## config.mk

```make
export PLATFORM = sky130hd
export DESIGN_NAME = ccsc_sysctl
export DESIGN_NICKNAME = d
export VERILOG_FILES = /design/src/design/ccsc_sysctl.v
export VERILOG_INCLUDE_DIRS = /design/src /design/src/design
export SDC_FILE = /design/constraint.sdc
export NUM_CORES = 1
export LEC_CHECK = 0
export ABC_AREA = 1
export BUFFER_PORTS_ARGS = -buffer_cell sky130_fd_sc_hd__buf_2
export CORE_MARGIN = 3
export CORE_UTILIZATION = 44
export DETAILED_ROUTE_END_ITERATION = 16
export GPL_TIMING_DRIVEN = 0
export PLACE_DENSITY = 0.82
export SLEW_MARGIN = 25
export SYNTH_ARGS = -nofsm -noshare
export SYNTH_HDL_FRONTEND = slang
export SYNTH_SLANG_ARGS = --single-unit
```

## constraint.sdc

```tcl
create_clock -name ref_clk -period 1.2 [get_ports ref_clk]
set_input_delay 0.12 -clock ref_clk [delete_from_list [all_inputs] [get_ports ref_clk]]
set_output_delay 0.12 -clock ref_clk [all_outputs]
set_load 0.01 [all_outputs]
```

## src/design/ccsc_regs.vh

```
// constants for the card controller system control register (upper half)
// assumes a single 32-bit register reached over axi4-lite at a word offset
`ifndef CCSC_REGS_VH
`define CCSC_REGS_VH
// ========================================
// offsets
`define CCSC_SYSCTL_OFF       8'h80
// ========================================
// field positions
`define CCSC_STEP_HI          31
`define CCSC_STEP_LO          30
`define CCSC_ROUTE_BIT        26
`define CCSC_FLAG_BIT         25
`define CCSC_ENABLE_BIT       24
`define CCSC_RSVD_TERM_BIT    22
`define CCSC_PROT_BIT         21
`define CCSC_ZV_BIT           20
`define CCSC_DREQ_EN_BIT      19
`define CCSC_CHAN_HI          18
`define CCSC_CHAN_LO          16
`define CCSC_BURST_DN_BIT     15
`define CCSC_BURST_UP_BIT     14
`define CCSC_ACT_BIT          13
`define CCSC_RAIL_BIT         12
// ========================================
// reset values
`define CCSC_STEP_RST         2'h0
`define CCSC_CHAN_RST         3'h4
`define CCSC_RSVD_TERM_RST    1'b1
`define CCSC_BURST_DN_RST     1'b1
// ========================================
// axi responses
`define CCSC_RESP_OKAY        2'h0
`define CCSC_RESP_SLVERR      2'h2
`endif

```

## src/design/ccsc_sysctl.v

```verilog
// upper half (bits 31..12) of the card controller system control register
// assumes an axi4-lite master on ref_clk; card-side events are synchronous pulses
//
// Functional notes
// - interrupt step field picks serial slot A..D for interrupt line A
// - bits 29..27 read as zero
// - power write raises irq2 pulse when route is 0, status-change pulse when 1
// - management flag sets on socket power write while enable is set
// - writing one to management flag clears it
// - enable set: every socket power write yields a management interrupt; resets 0
// - bit 23 reads as zero
// - reserved-terminal bit 1 drives terminals low with cardbus card, 0 tristates
// - protection bit 0 enables supply protection for 16-bit cards
// - reduced video bit tristates card address lines 25..22
// - dma request enable passes card dma requests, else ignored
// - three-bit dma channel field; default 4 is pci master
// - downstream read burst allowed only while bit set; default 1
// - upstream read burst allowed only while bit set; default 0
// - activity flag sets on card access, clears on read; resets 0
// - bit 12 always reads one
`timescale 1ns/10ps
`include "ccsc_regs.vh"

module ccsc_sysctl (
  // clock and reset
  input  wire        ref_clk,
  input  wire        rst_n,
  // axi4-lite write address
  input  wire [7:0]  s_axi_awaddr,
  input  wire        s_axi_awvalid,
  output reg         s_axi_awready,
  // axi4-lite write data
  input  wire [31:0] s_axi_wdata,
  input  wire [3:0]  s_axi_wstrb,
  input  wire        s_axi_wvalid,
  output reg         s_axi_wready,
  // axi4-lite write response
  output reg  [1:0]  s_axi_bresp,
  output reg         s_axi_bvalid,
  input  wire        s_axi_bready,
  // axi4-lite read address
  input  wire [7:0]  s_axi_araddr,
  input  wire        s_axi_arvalid,
  output reg         s_axi_arready,
  // axi4-lite read data
  output reg  [31:0] s_axi_rdata,
  output reg  [1:0]  s_axi_rresp,
  output reg         s_axi_rvalid,
  input  wire        s_axi_rready,
  // socket events from the card side
  input  wire        socket_power_write,
  input  wire        card_access,
  input  wire        card_dma_req,
  input  wire        cardbus_card_present,
  input  wire        card_intr,
  // controls toward the socket and bridge
  output reg  [3:0]  serial_intr_slot,
  output reg         irq2_pulse,
  output reg         card_status_change_intr,
  output reg         mgmt_intr_pulse,
  output reg         reserved_terminal_oe,
  output reg         reserved_terminal_out,
  output reg         supply_protect_en,
  output reg         addr_hi_oe_n,
  output reg         card_dma_request,
  output reg  [2:0]  card_dma_channel,
  output reg         read_burst_dn_allow,
  output reg         read_burst_up_allow
);

  // ========================================
  // storage
  reg [1:0]  serial_intr_slot_step_r;
  reg        mgmt_intr_route_r;
  reg        mgmt_intr_flag_r;
  reg        mgmt_intr_enable_r;
  reg        reserved_terminal_drive_r;
  reg        supply_protect_disable_r;
  reg        reduced_video_port_r;
  reg        card_dma_request_enable_r;
  reg [2:0]  card_dma_channel_r;
  reg        read_burst_downstream_r;
  reg        read_burst_upstream_r;
  reg        socket_activity_flag_r;
  reg        aw_held_r;
  reg        w_held_r;
  reg [7:0]  awaddr_r;
  reg [31:0] wdata_r;
  reg [3:0]  wstrb_r;
  // two-flop synchronisers for the card pins
  reg        card_dma_req_meta_r;
  reg        card_dma_req_sync_r;
  reg        card_present_meta_r;
  reg        card_present_sync_r;
  reg        card_intr_meta_r;
  reg        card_intr_sync_r;
  // next values of the sticky flags
  reg        mgmt_intr_flag_nxt;
  reg        socket_activity_flag_nxt;

  wire        wr_go;
  wire        rd_go;
  wire        wr_hit;
  wire        rd_hit;
  wire [31:0] rd_word;
  wire [7:0]  wr_addr;
  wire [31:0] wr_data;
  wire [3:0]  wr_strb;
  wire        wr_lane3;
  wire        wr_lane2;
  wire        wr_lane1;

  function hit;
    input [7:0] a;
    begin
      hit = (a[7:2] == `CCSC_SYSCTL_OFF >> 2);
    end
  endfunction

  // response code, shared by the write and read channels
  function [1:0] resp_for;
    input [7:0] a;
    begin
      resp_for = hit(a) ? `CCSC_RESP_OKAY : `CCSC_RESP_SLVERR;
    end
  endfunction

  // read data; a miss reads as zero so nothing leaks from other offsets
  function [31:0] rd_value;
    input [7:0]  a;
    input [31:0] word;
    begin
      rd_value = hit(a) ? word : 32'h0000_0000;
    end
  endfunction

  // byte lane write enable; lane 0 belongs to the lower half, never used here
  function lane_we;
    input       go;
    input [3:0] strb;
    input [1:0] lane;
    begin
      lane_we = go & strb[lane];
    end
  endfunction

  // ========================================
  // write channel: address and data taken in either order
  assign wr_addr = s_axi_awready ? s_axi_awaddr : awaddr_r;
  assign wr_data = s_axi_wready ? s_axi_wdata : wdata_r;
  assign wr_strb = s_axi_wready ? s_axi_wstrb : wstrb_r;
  assign wr_go   = (aw_held_r | (s_axi_awvalid & s_axi_awready)) &
                   (w_held_r | (s_axi_wvalid & s_axi_wready)) & ~s_axi_bvalid;
  assign wr_hit  = wr_go & hit(wr_addr);
  assign wr_lane3 = lane_we(wr_hit, wr_strb, 2'h3);
  assign wr_lane2 = lane_we(wr_hit, wr_strb, 2'h2);
  assign wr_lane1 = lane_we(wr_hit, wr_strb, 2'h1);

  always @(posedge ref_clk) begin
    if (!rst_n) begin
      s_axi_awready <= 1'b0;
      s_axi_wready  <= 1'b0;
      s_axi_bvalid  <= 1'b0;
      s_axi_bresp   <= `CCSC_RESP_OKAY;
      aw_held_r     <= 1'b0;
      w_held_r      <= 1'b0;
      awaddr_r      <= 8'h00;
      wdata_r       <= 32'h0000_0000;
      wstrb_r       <= 4'h0;
    end else begin
      // ready only while nothing of that channel is held
      s_axi_awready <= ~aw_held_r & ~(s_axi_awvalid & s_axi_awready) & ~s_axi_bvalid & ~wr_go;
      s_axi_wready  <= ~w_held_r & ~(s_axi_wvalid & s_axi_wready) & ~s_axi_bvalid & ~wr_go;
      if (s_axi_awvalid & s_axi_awready) begin
        awaddr_r  <= s_axi_awaddr;
        aw_held_r <= 1'b1;
      end
      if (s_axi_wvalid & s_axi_wready) begin
        wdata_r  <= s_axi_wdata;
        wstrb_r  <= s_axi_wstrb;
        w_held_r <= 1'b1;
      end
      if (wr_go) begin
        aw_held_r    <= 1'b0;
        w_held_r     <= 1'b0;
        s_axi_bvalid <= 1'b1;
        s_axi_bresp  <= resp_for(wr_addr);
      end else if (s_axi_bvalid & s_axi_bready) begin
        s_axi_bvalid <= 1'b0;
      end
    end
  end

  // ========================================
  // read channel
  assign rd_go  = s_axi_arvalid & s_axi_arready;
  assign rd_hit = rd_go & hit(s_axi_araddr);

  assign rd_word = {serial_intr_slot_step_r,
                    3'h0,
                    mgmt_intr_route_r,
                    mgmt_intr_flag_r,
                    mgmt_intr_enable_r,
                    1'b0,
                    reserved_terminal_drive_r,
                    supply_protect_disable_r,
                    reduced_video_port_r,
                    card_dma_request_enable_r,
                    card_dma_channel_r,
                    read_burst_downstream_r,
                    read_burst_upstream_r,
                    socket_activity_flag_r,
                    1'b1,
                    12'h000};

  always @(posedge ref_clk) begin
    if (!rst_n) begin
      s_axi_arready <= 1'b0;
      s_axi_rvalid  <= 1'b0;
      s_axi_rdata   <= 32'h0000_0000;
      s_axi_rresp   <= `CCSC_RESP_OKAY;
    end else begin
      s_axi_arready <= ~s_axi_rvalid & ~rd_go;
      if (rd_go) begin
        s_axi_rvalid <= 1'b1;
        s_axi_rdata  <= rd_value(s_axi_araddr, rd_word);
        s_axi_rresp  <= resp_for(s_axi_araddr);
      end else if (s_axi_rvalid & s_axi_rready) begin
        s_axi_rvalid <= 1'b0;
      end
    end
  end

  // ========================================
  // card pins cross into ref_clk; only the second flop is read
  always @(posedge ref_clk) begin
    if (!rst_n) begin
      card_dma_req_meta_r <= 1'b0;
      card_dma_req_sync_r <= 1'b0;
      card_present_meta_r <= 1'b0;
      card_present_sync_r <= 1'b0;
      card_intr_meta_r    <= 1'b0;
      card_intr_sync_r    <= 1'b0;
    end else begin
      card_dma_req_meta_r <= card_dma_req;
      card_dma_req_sync_r <= card_dma_req_meta_r;
      card_present_meta_r <= cardbus_card_present;
      card_present_sync_r <= card_present_meta_r;
      card_intr_meta_r    <= card_intr;
      card_intr_sync_r    <= card_intr_meta_r;
    end
  end

  // ========================================
  // sticky flags: set beats clear in the same cycle
  always @* begin
    mgmt_intr_flag_nxt       = mgmt_intr_flag_r;
    socket_activity_flag_nxt = socket_activity_flag_r;
    if (socket_power_write & mgmt_intr_enable_r)
      mgmt_intr_flag_nxt = 1'b1;
    else if (wr_lane3 & wr_data[`CCSC_FLAG_BIT])
      mgmt_intr_flag_nxt = 1'b0;
    // new activity in the read cycle survives the clear
    if (card_access)
      socket_activity_flag_nxt = 1'b1;
    else if (rd_hit)
      socket_activity_flag_nxt = 1'b0;
  end

  // ========================================
  // register fields
  // bits 11 and below belong to the lower half and 13..12 are read-only here, so byte 1 only carries 15..14
  always @(posedge ref_clk) begin
    if (!rst_n) begin
      serial_intr_slot_step_r   <= `CCSC_STEP_RST;
      mgmt_intr_route_r         <= 1'b0;
      mgmt_intr_flag_r          <= 1'b0;
      mgmt_intr_enable_r        <= 1'b0;
      reserved_terminal_drive_r <= `CCSC_RSVD_TERM_RST;
      supply_protect_disable_r  <= 1'b0;
      reduced_video_port_r      <= 1'b0;
      card_dma_request_enable_r <= 1'b0;
      card_dma_channel_r        <= `CCSC_CHAN_RST;
      read_burst_downstream_r   <= `CCSC_BURST_DN_RST;
      read_burst_upstream_r     <= 1'b0;
      socket_activity_flag_r    <= 1'b0;
    end else begin
      if (wr_lane3) begin
        serial_intr_slot_step_r <= wr_data[`CCSC_STEP_HI:`CCSC_STEP_LO];
        mgmt_intr_route_r       <= wr_data[`CCSC_ROUTE_BIT];
        mgmt_intr_enable_r      <= wr_data[`CCSC_ENABLE_BIT];
        // reserved bits 29..27 have no storage
      end
      if (wr_lane2) begin
        reserved_terminal_drive_r <= wr_data[`CCSC_RSVD_TERM_BIT];
        supply_protect_disable_r  <= wr_data[`CCSC_PROT_BIT];
        reduced_video_port_r      <= wr_data[`CCSC_ZV_BIT];
        card_dma_request_enable_r <= wr_data[`CCSC_DREQ_EN_BIT];
        card_dma_channel_r        <= wr_data[`CCSC_CHAN_HI:`CCSC_CHAN_LO];
      end
      if (wr_lane1) begin
        read_burst_downstream_r <= wr_data[`CCSC_BURST_DN_BIT];
        read_burst_upstream_r   <= wr_data[`CCSC_BURST_UP_BIT];
        // activity flag is not writable
      end
      mgmt_intr_flag_r       <= mgmt_intr_flag_nxt;
      socket_activity_flag_r <= socket_activity_flag_nxt;
    end
  end

  // ========================================
  // outputs toward the socket
  always @(posedge ref_clk) begin
    if (!rst_n) begin
      serial_intr_slot        <= 4'h0;
      irq2_pulse              <= 1'b0;
      card_status_change_intr <= 1'b0;
      mgmt_intr_pulse         <= 1'b0;
      reserved_terminal_oe    <= 1'b0;
      reserved_terminal_out   <= 1'b0;
      supply_protect_en       <= 1'b1;
      addr_hi_oe_n            <= 1'b0;
      card_dma_request        <= 1'b0;
      card_dma_channel        <= `CCSC_CHAN_RST;
      read_burst_dn_allow     <= 1'b0;
      read_burst_up_allow     <= 1'b0;
    end else begin
      // one-hot slot, line a's interrupt shown in slot a..d
      serial_intr_slot <= {4{card_intr_sync_r}} & (4'h1 << serial_intr_slot_step_r);
      irq2_pulse              <= socket_power_write & ~mgmt_intr_route_r;
      card_status_change_intr <= socket_power_write & mgmt_intr_route_r;
      mgmt_intr_pulse         <= socket_power_write & mgmt_intr_enable_r;
      reserved_terminal_oe    <= reserved_terminal_drive_r & card_present_sync_r;
      reserved_terminal_out   <= 1'b0;
      supply_protect_en       <= ~supply_protect_disable_r;
      addr_hi_oe_n            <= reduced_video_port_r;
      card_dma_request        <= card_dma_req_sync_r & card_dma_request_enable_r;
      card_dma_channel        <= card_dma_channel_r;
      read_burst_dn_allow     <= read_burst_downstream_r;
      read_burst_up_allow     <= read_burst_upstream_r;
    end
  end

endmodule // ccsc_sysctl

```

==> summary.md <==
| Metric | Value |
|---|---|
| Total routed wirelength | 8.18 mm |
| Setup Skew | 0.00824 ns |
| Ratio of cells with drive above 1 in the final layout | 30.5% |
| Drt wl/cell | 12.3 um |
| Hpwl dp | 5.77 mm |
| CP endpoint kind | flop |
| GRT Overall Usage | 19.3% |
| Clk_lat worst skew | 0.36 ns |
| Die W | 92.8 um |
| First-pass GRT wire length | 13.2 mm |
| CTS tree | yes |
| Synthesized flop and latch total | 85 |
| Pins Over Slew Limit | 0 |
| Die ar. | 0.00861 mm^2 |
| Initial Util | 45.4% |
| DR iter-0 viols | 157 |
| Slew HR | 63.5% |
| Static Leak | 2.21 nW |
| Post-Place Cells | 631 |
| Rows | 31 |
| CTS Buf Count | 9 |
| Largest net degree at the start of global routing | 16 |
| Mapped cell area | 0.00331 mm^2 |
| Pwr Total | 6.03 mW |
| IO buf count | 78 |
| Arrival @ worst endpoint | 1.52 ns |
| Synthesis Warnings | 0 |
| CP max stage delay | 0.37 ns |
| Fmax achieved | 0.789 GHz |
| Worst setup SP type | flop |
| Synth cell count leaders | 86 x nand2_1, 85 x dfxtp_1, 59 x inv_1 |
| ANT cells | 0 |
| Worst path top cell family by delay | simple AND/OR/NAND/NOR gates |
| Worst-path fanout max | 6 |
| Crit path cell chain | inv_2 > nand2_2 > nor2_2 > nand2_2 > nand2_4 > buf_6 > nand4_1 > nand2_1 > nor2_2 |
| Number of flops mapped to enable cells by yosys | 0 |
| Post-synth top area share | 51.4% |
| RSZ-0062 raised after global routing | true |
| Number of global-route vias before repair | 2,967 |
| Required @ worst endpoint | 1.45 ns |
| Ranking of synthesized cells by area | dfxtp_1 51%, nand2_1 9.7%, inv_1 6.7% |
| Status | complete, but fails checks |
| DR vias/cell | 4.70 |
| Minimum clock period | 1.27 ns |
| Cell taking the most area after synthesis | dfxtp_1 |
| Crit path kind | reg2reg |
| Design area | 0.00443 mm^2 |
| Syn avg cell area | 7.60 um^2 |
| Worst min path class | in2reg |
| Clk buf depth | 2 |
| H-tree Lvls | 3 |
| Clk slew on worst S/H paths | 0.08 ns |
| Fin Setup TNS | -0.220 ns |
| Syn Inst Count | 436 |
| Initial antenna violation count | 0 |
| Worst Max-Slew Pin Slew | 0.548 ns |
| Prevailing post-synth register cell | dfxtp_1 |
| Post-synthesis sequential area ratio | 51.4% |
| Die Y-Extent | 92.8 um |
| Finished Layout Cells | 663 |
| Grt total ovfl | 0 |
| Buf/Inv on CP | 2 |
| Synth cell types | 23 |
| P&R area growth vs syn | 33.8% |
| Power Dens Cells | 1360 mW/mm^2 |
| Via count | 3,119 |
| Post-synth ARST share | 0% |
| Max cap viols | 0 |
| Period utilization | 106% |
| # setup viols final | 11 |
| Most numerous cell in the Yosys netlist | nand2_1 |
| Cell Area, Placed | 0.00391 mm^2 |
| WHS | 0.0155 ns |
| Antenna Nets Post-Route | 0 |
| # DRC | 0 |
| PnR worst setup slack | -0.0672 ns |
| Clock tree root buffer cell | clkbuf_8 |
| CTS sink cnt | 85 |
| IO Pins | 122 |
| Core area | 0.00729 mm^2 |
| RePlAce Congestion | 0.838 |
| Final nets | 623 |
| CP max stage cell | dfxtp_4 |
| Drt first pass iters | 5 |
| Failing checks | negative setup slack |
| Peak VDD IR | 0.000814 V |
| Final hold vios | 0 |
-- flip-flops by register name, summed over array words and instances (netlist names), 2 cells and up --
| name | count |
|---|---|
| awaddr_r | 6 |
| card_dma_channel | 3 |
| card_dma_channel_r | 3 |
| s_axi_rdata | 16 |
| serial_intr_slot | 4 |
| serial_intr_slot_step_r | 2 |
| wdata_r | 14 |
| wstrb_r | 3 |
-- routing by layer --
layer,part of all wire (%),vias up,track usage [%]
met3,7.4,18,5.28
met4,1.9,0,8.91
met2,48,116,31.4
li1,-,1583,-
met1,43,1402,23.7
met5,0,-,0
-- kinds of logic (layout without fill, tap and decap cells) --
logic type	count (synthesis)	in the layout	share of synthesized area (%)
AO/OA/AOI/OAI	66	66	10.9
flip-flops	85	85	51.4
buffers and inverters	98	207	13.6
other	1	19	0.113
AND/OR/NAND/NOR	186	187	24.1
-- worst min-delay path: stages --
cell     delay (ns)
buf_2          0.09
o21ai_1        0.06
nor2_1         0.07
-- stage by stage --
stage | worst slack, ns | util (%)
4_1_cts | -0.0513 | 59.3
3_3_place_gp | -0.202 | 53.6
5_1_grt | -0.156 | 60.8
3_5_place_dp | -0.203 | 53.6
2_1_floorplan | 0.00354 | -
6_report | -0.0672 | 60.8
-- final cells by class --
| type | instances | area (um^2) |
|---|---|---|
| plain buffers | 36 | 243 |
| flip-flops and latches | 85 | 1710 |
| clock inverters | 7 | 97.6 |
| well taps | 99 | 124 |
| multi-input cells | 272 | 1360 |
| repair buffers | 94 | 538 |
| clock buffers | 9 | 124 |
| fillers | 647 | 2860 |
| inverters | 61 | 236 |
-- path summary, 6_finish.rpt --
kind / from / endpoint / slack [ns] / cells past startpoint
hold reg to reg: mgmt_intr_route_r / irq2_pulse / 0.41 / 1
hold / removal: s_axi_wdata[26] / wdata_r[26] / 0.02 / 3
setup / recovery: s_axi_awready / card_dma_request_enable_r / -0.07 / 9
setup reg to reg: s_axi_awready / card_dma_request_enable_r / -0.07 / 9
-- power breakdown --
group	internal [mW]	leakage [nW]	switching [mW]
Combinational	0.341	1.40	0.477
Sequential	2.93	0.694	0.0663
Clock	1.18	0.114	1.03
-- placed cells by master (no fill, tap or decap), drive strengths merged --
| master | Yosys | final |
|---|---|---|
| clkinv | 2 | 4 |
| a21boi | 10 | 10 |
| or2 | 1 | 1 |
| conb | 1 | 19 |
| bufinv | 0 | 2 |
| a211oi | 2 | 2 |
| nand2 | 88 | 89 |
| nand3 | 23 | 23 |
| dlygate4sd3 | 0 | 5 |
| inv | 59 | 62 |
| buf | 27 | 117 |
| clkbuf | 10 | 17 |
| nand4 | 15 | 15 |
| nor3 | 6 | 6 |
| dfxtp | 85 | 85 |
| o21ai | 41 | 41 |
| a21oi | 13 | 13 |
| and3 | 1 | 1 |
| nor2 | 52 | 52 |
-- timing repair --
| action | CTS | global route |
|---|---|---|
| gates resized for setup | 26 | 49 |
| endpoints found under the setup margin | 40 | 40 |
| hold endpoints to repair | 5 | 0 |
| gates cloned | 3 | 0 |
| pin swaps | 4 | 14 |
| setup buffers | 6 | 3 |
| hold buffers | 5 | 0 |
No activity file was read; power rests on OpenSTA's default activity.
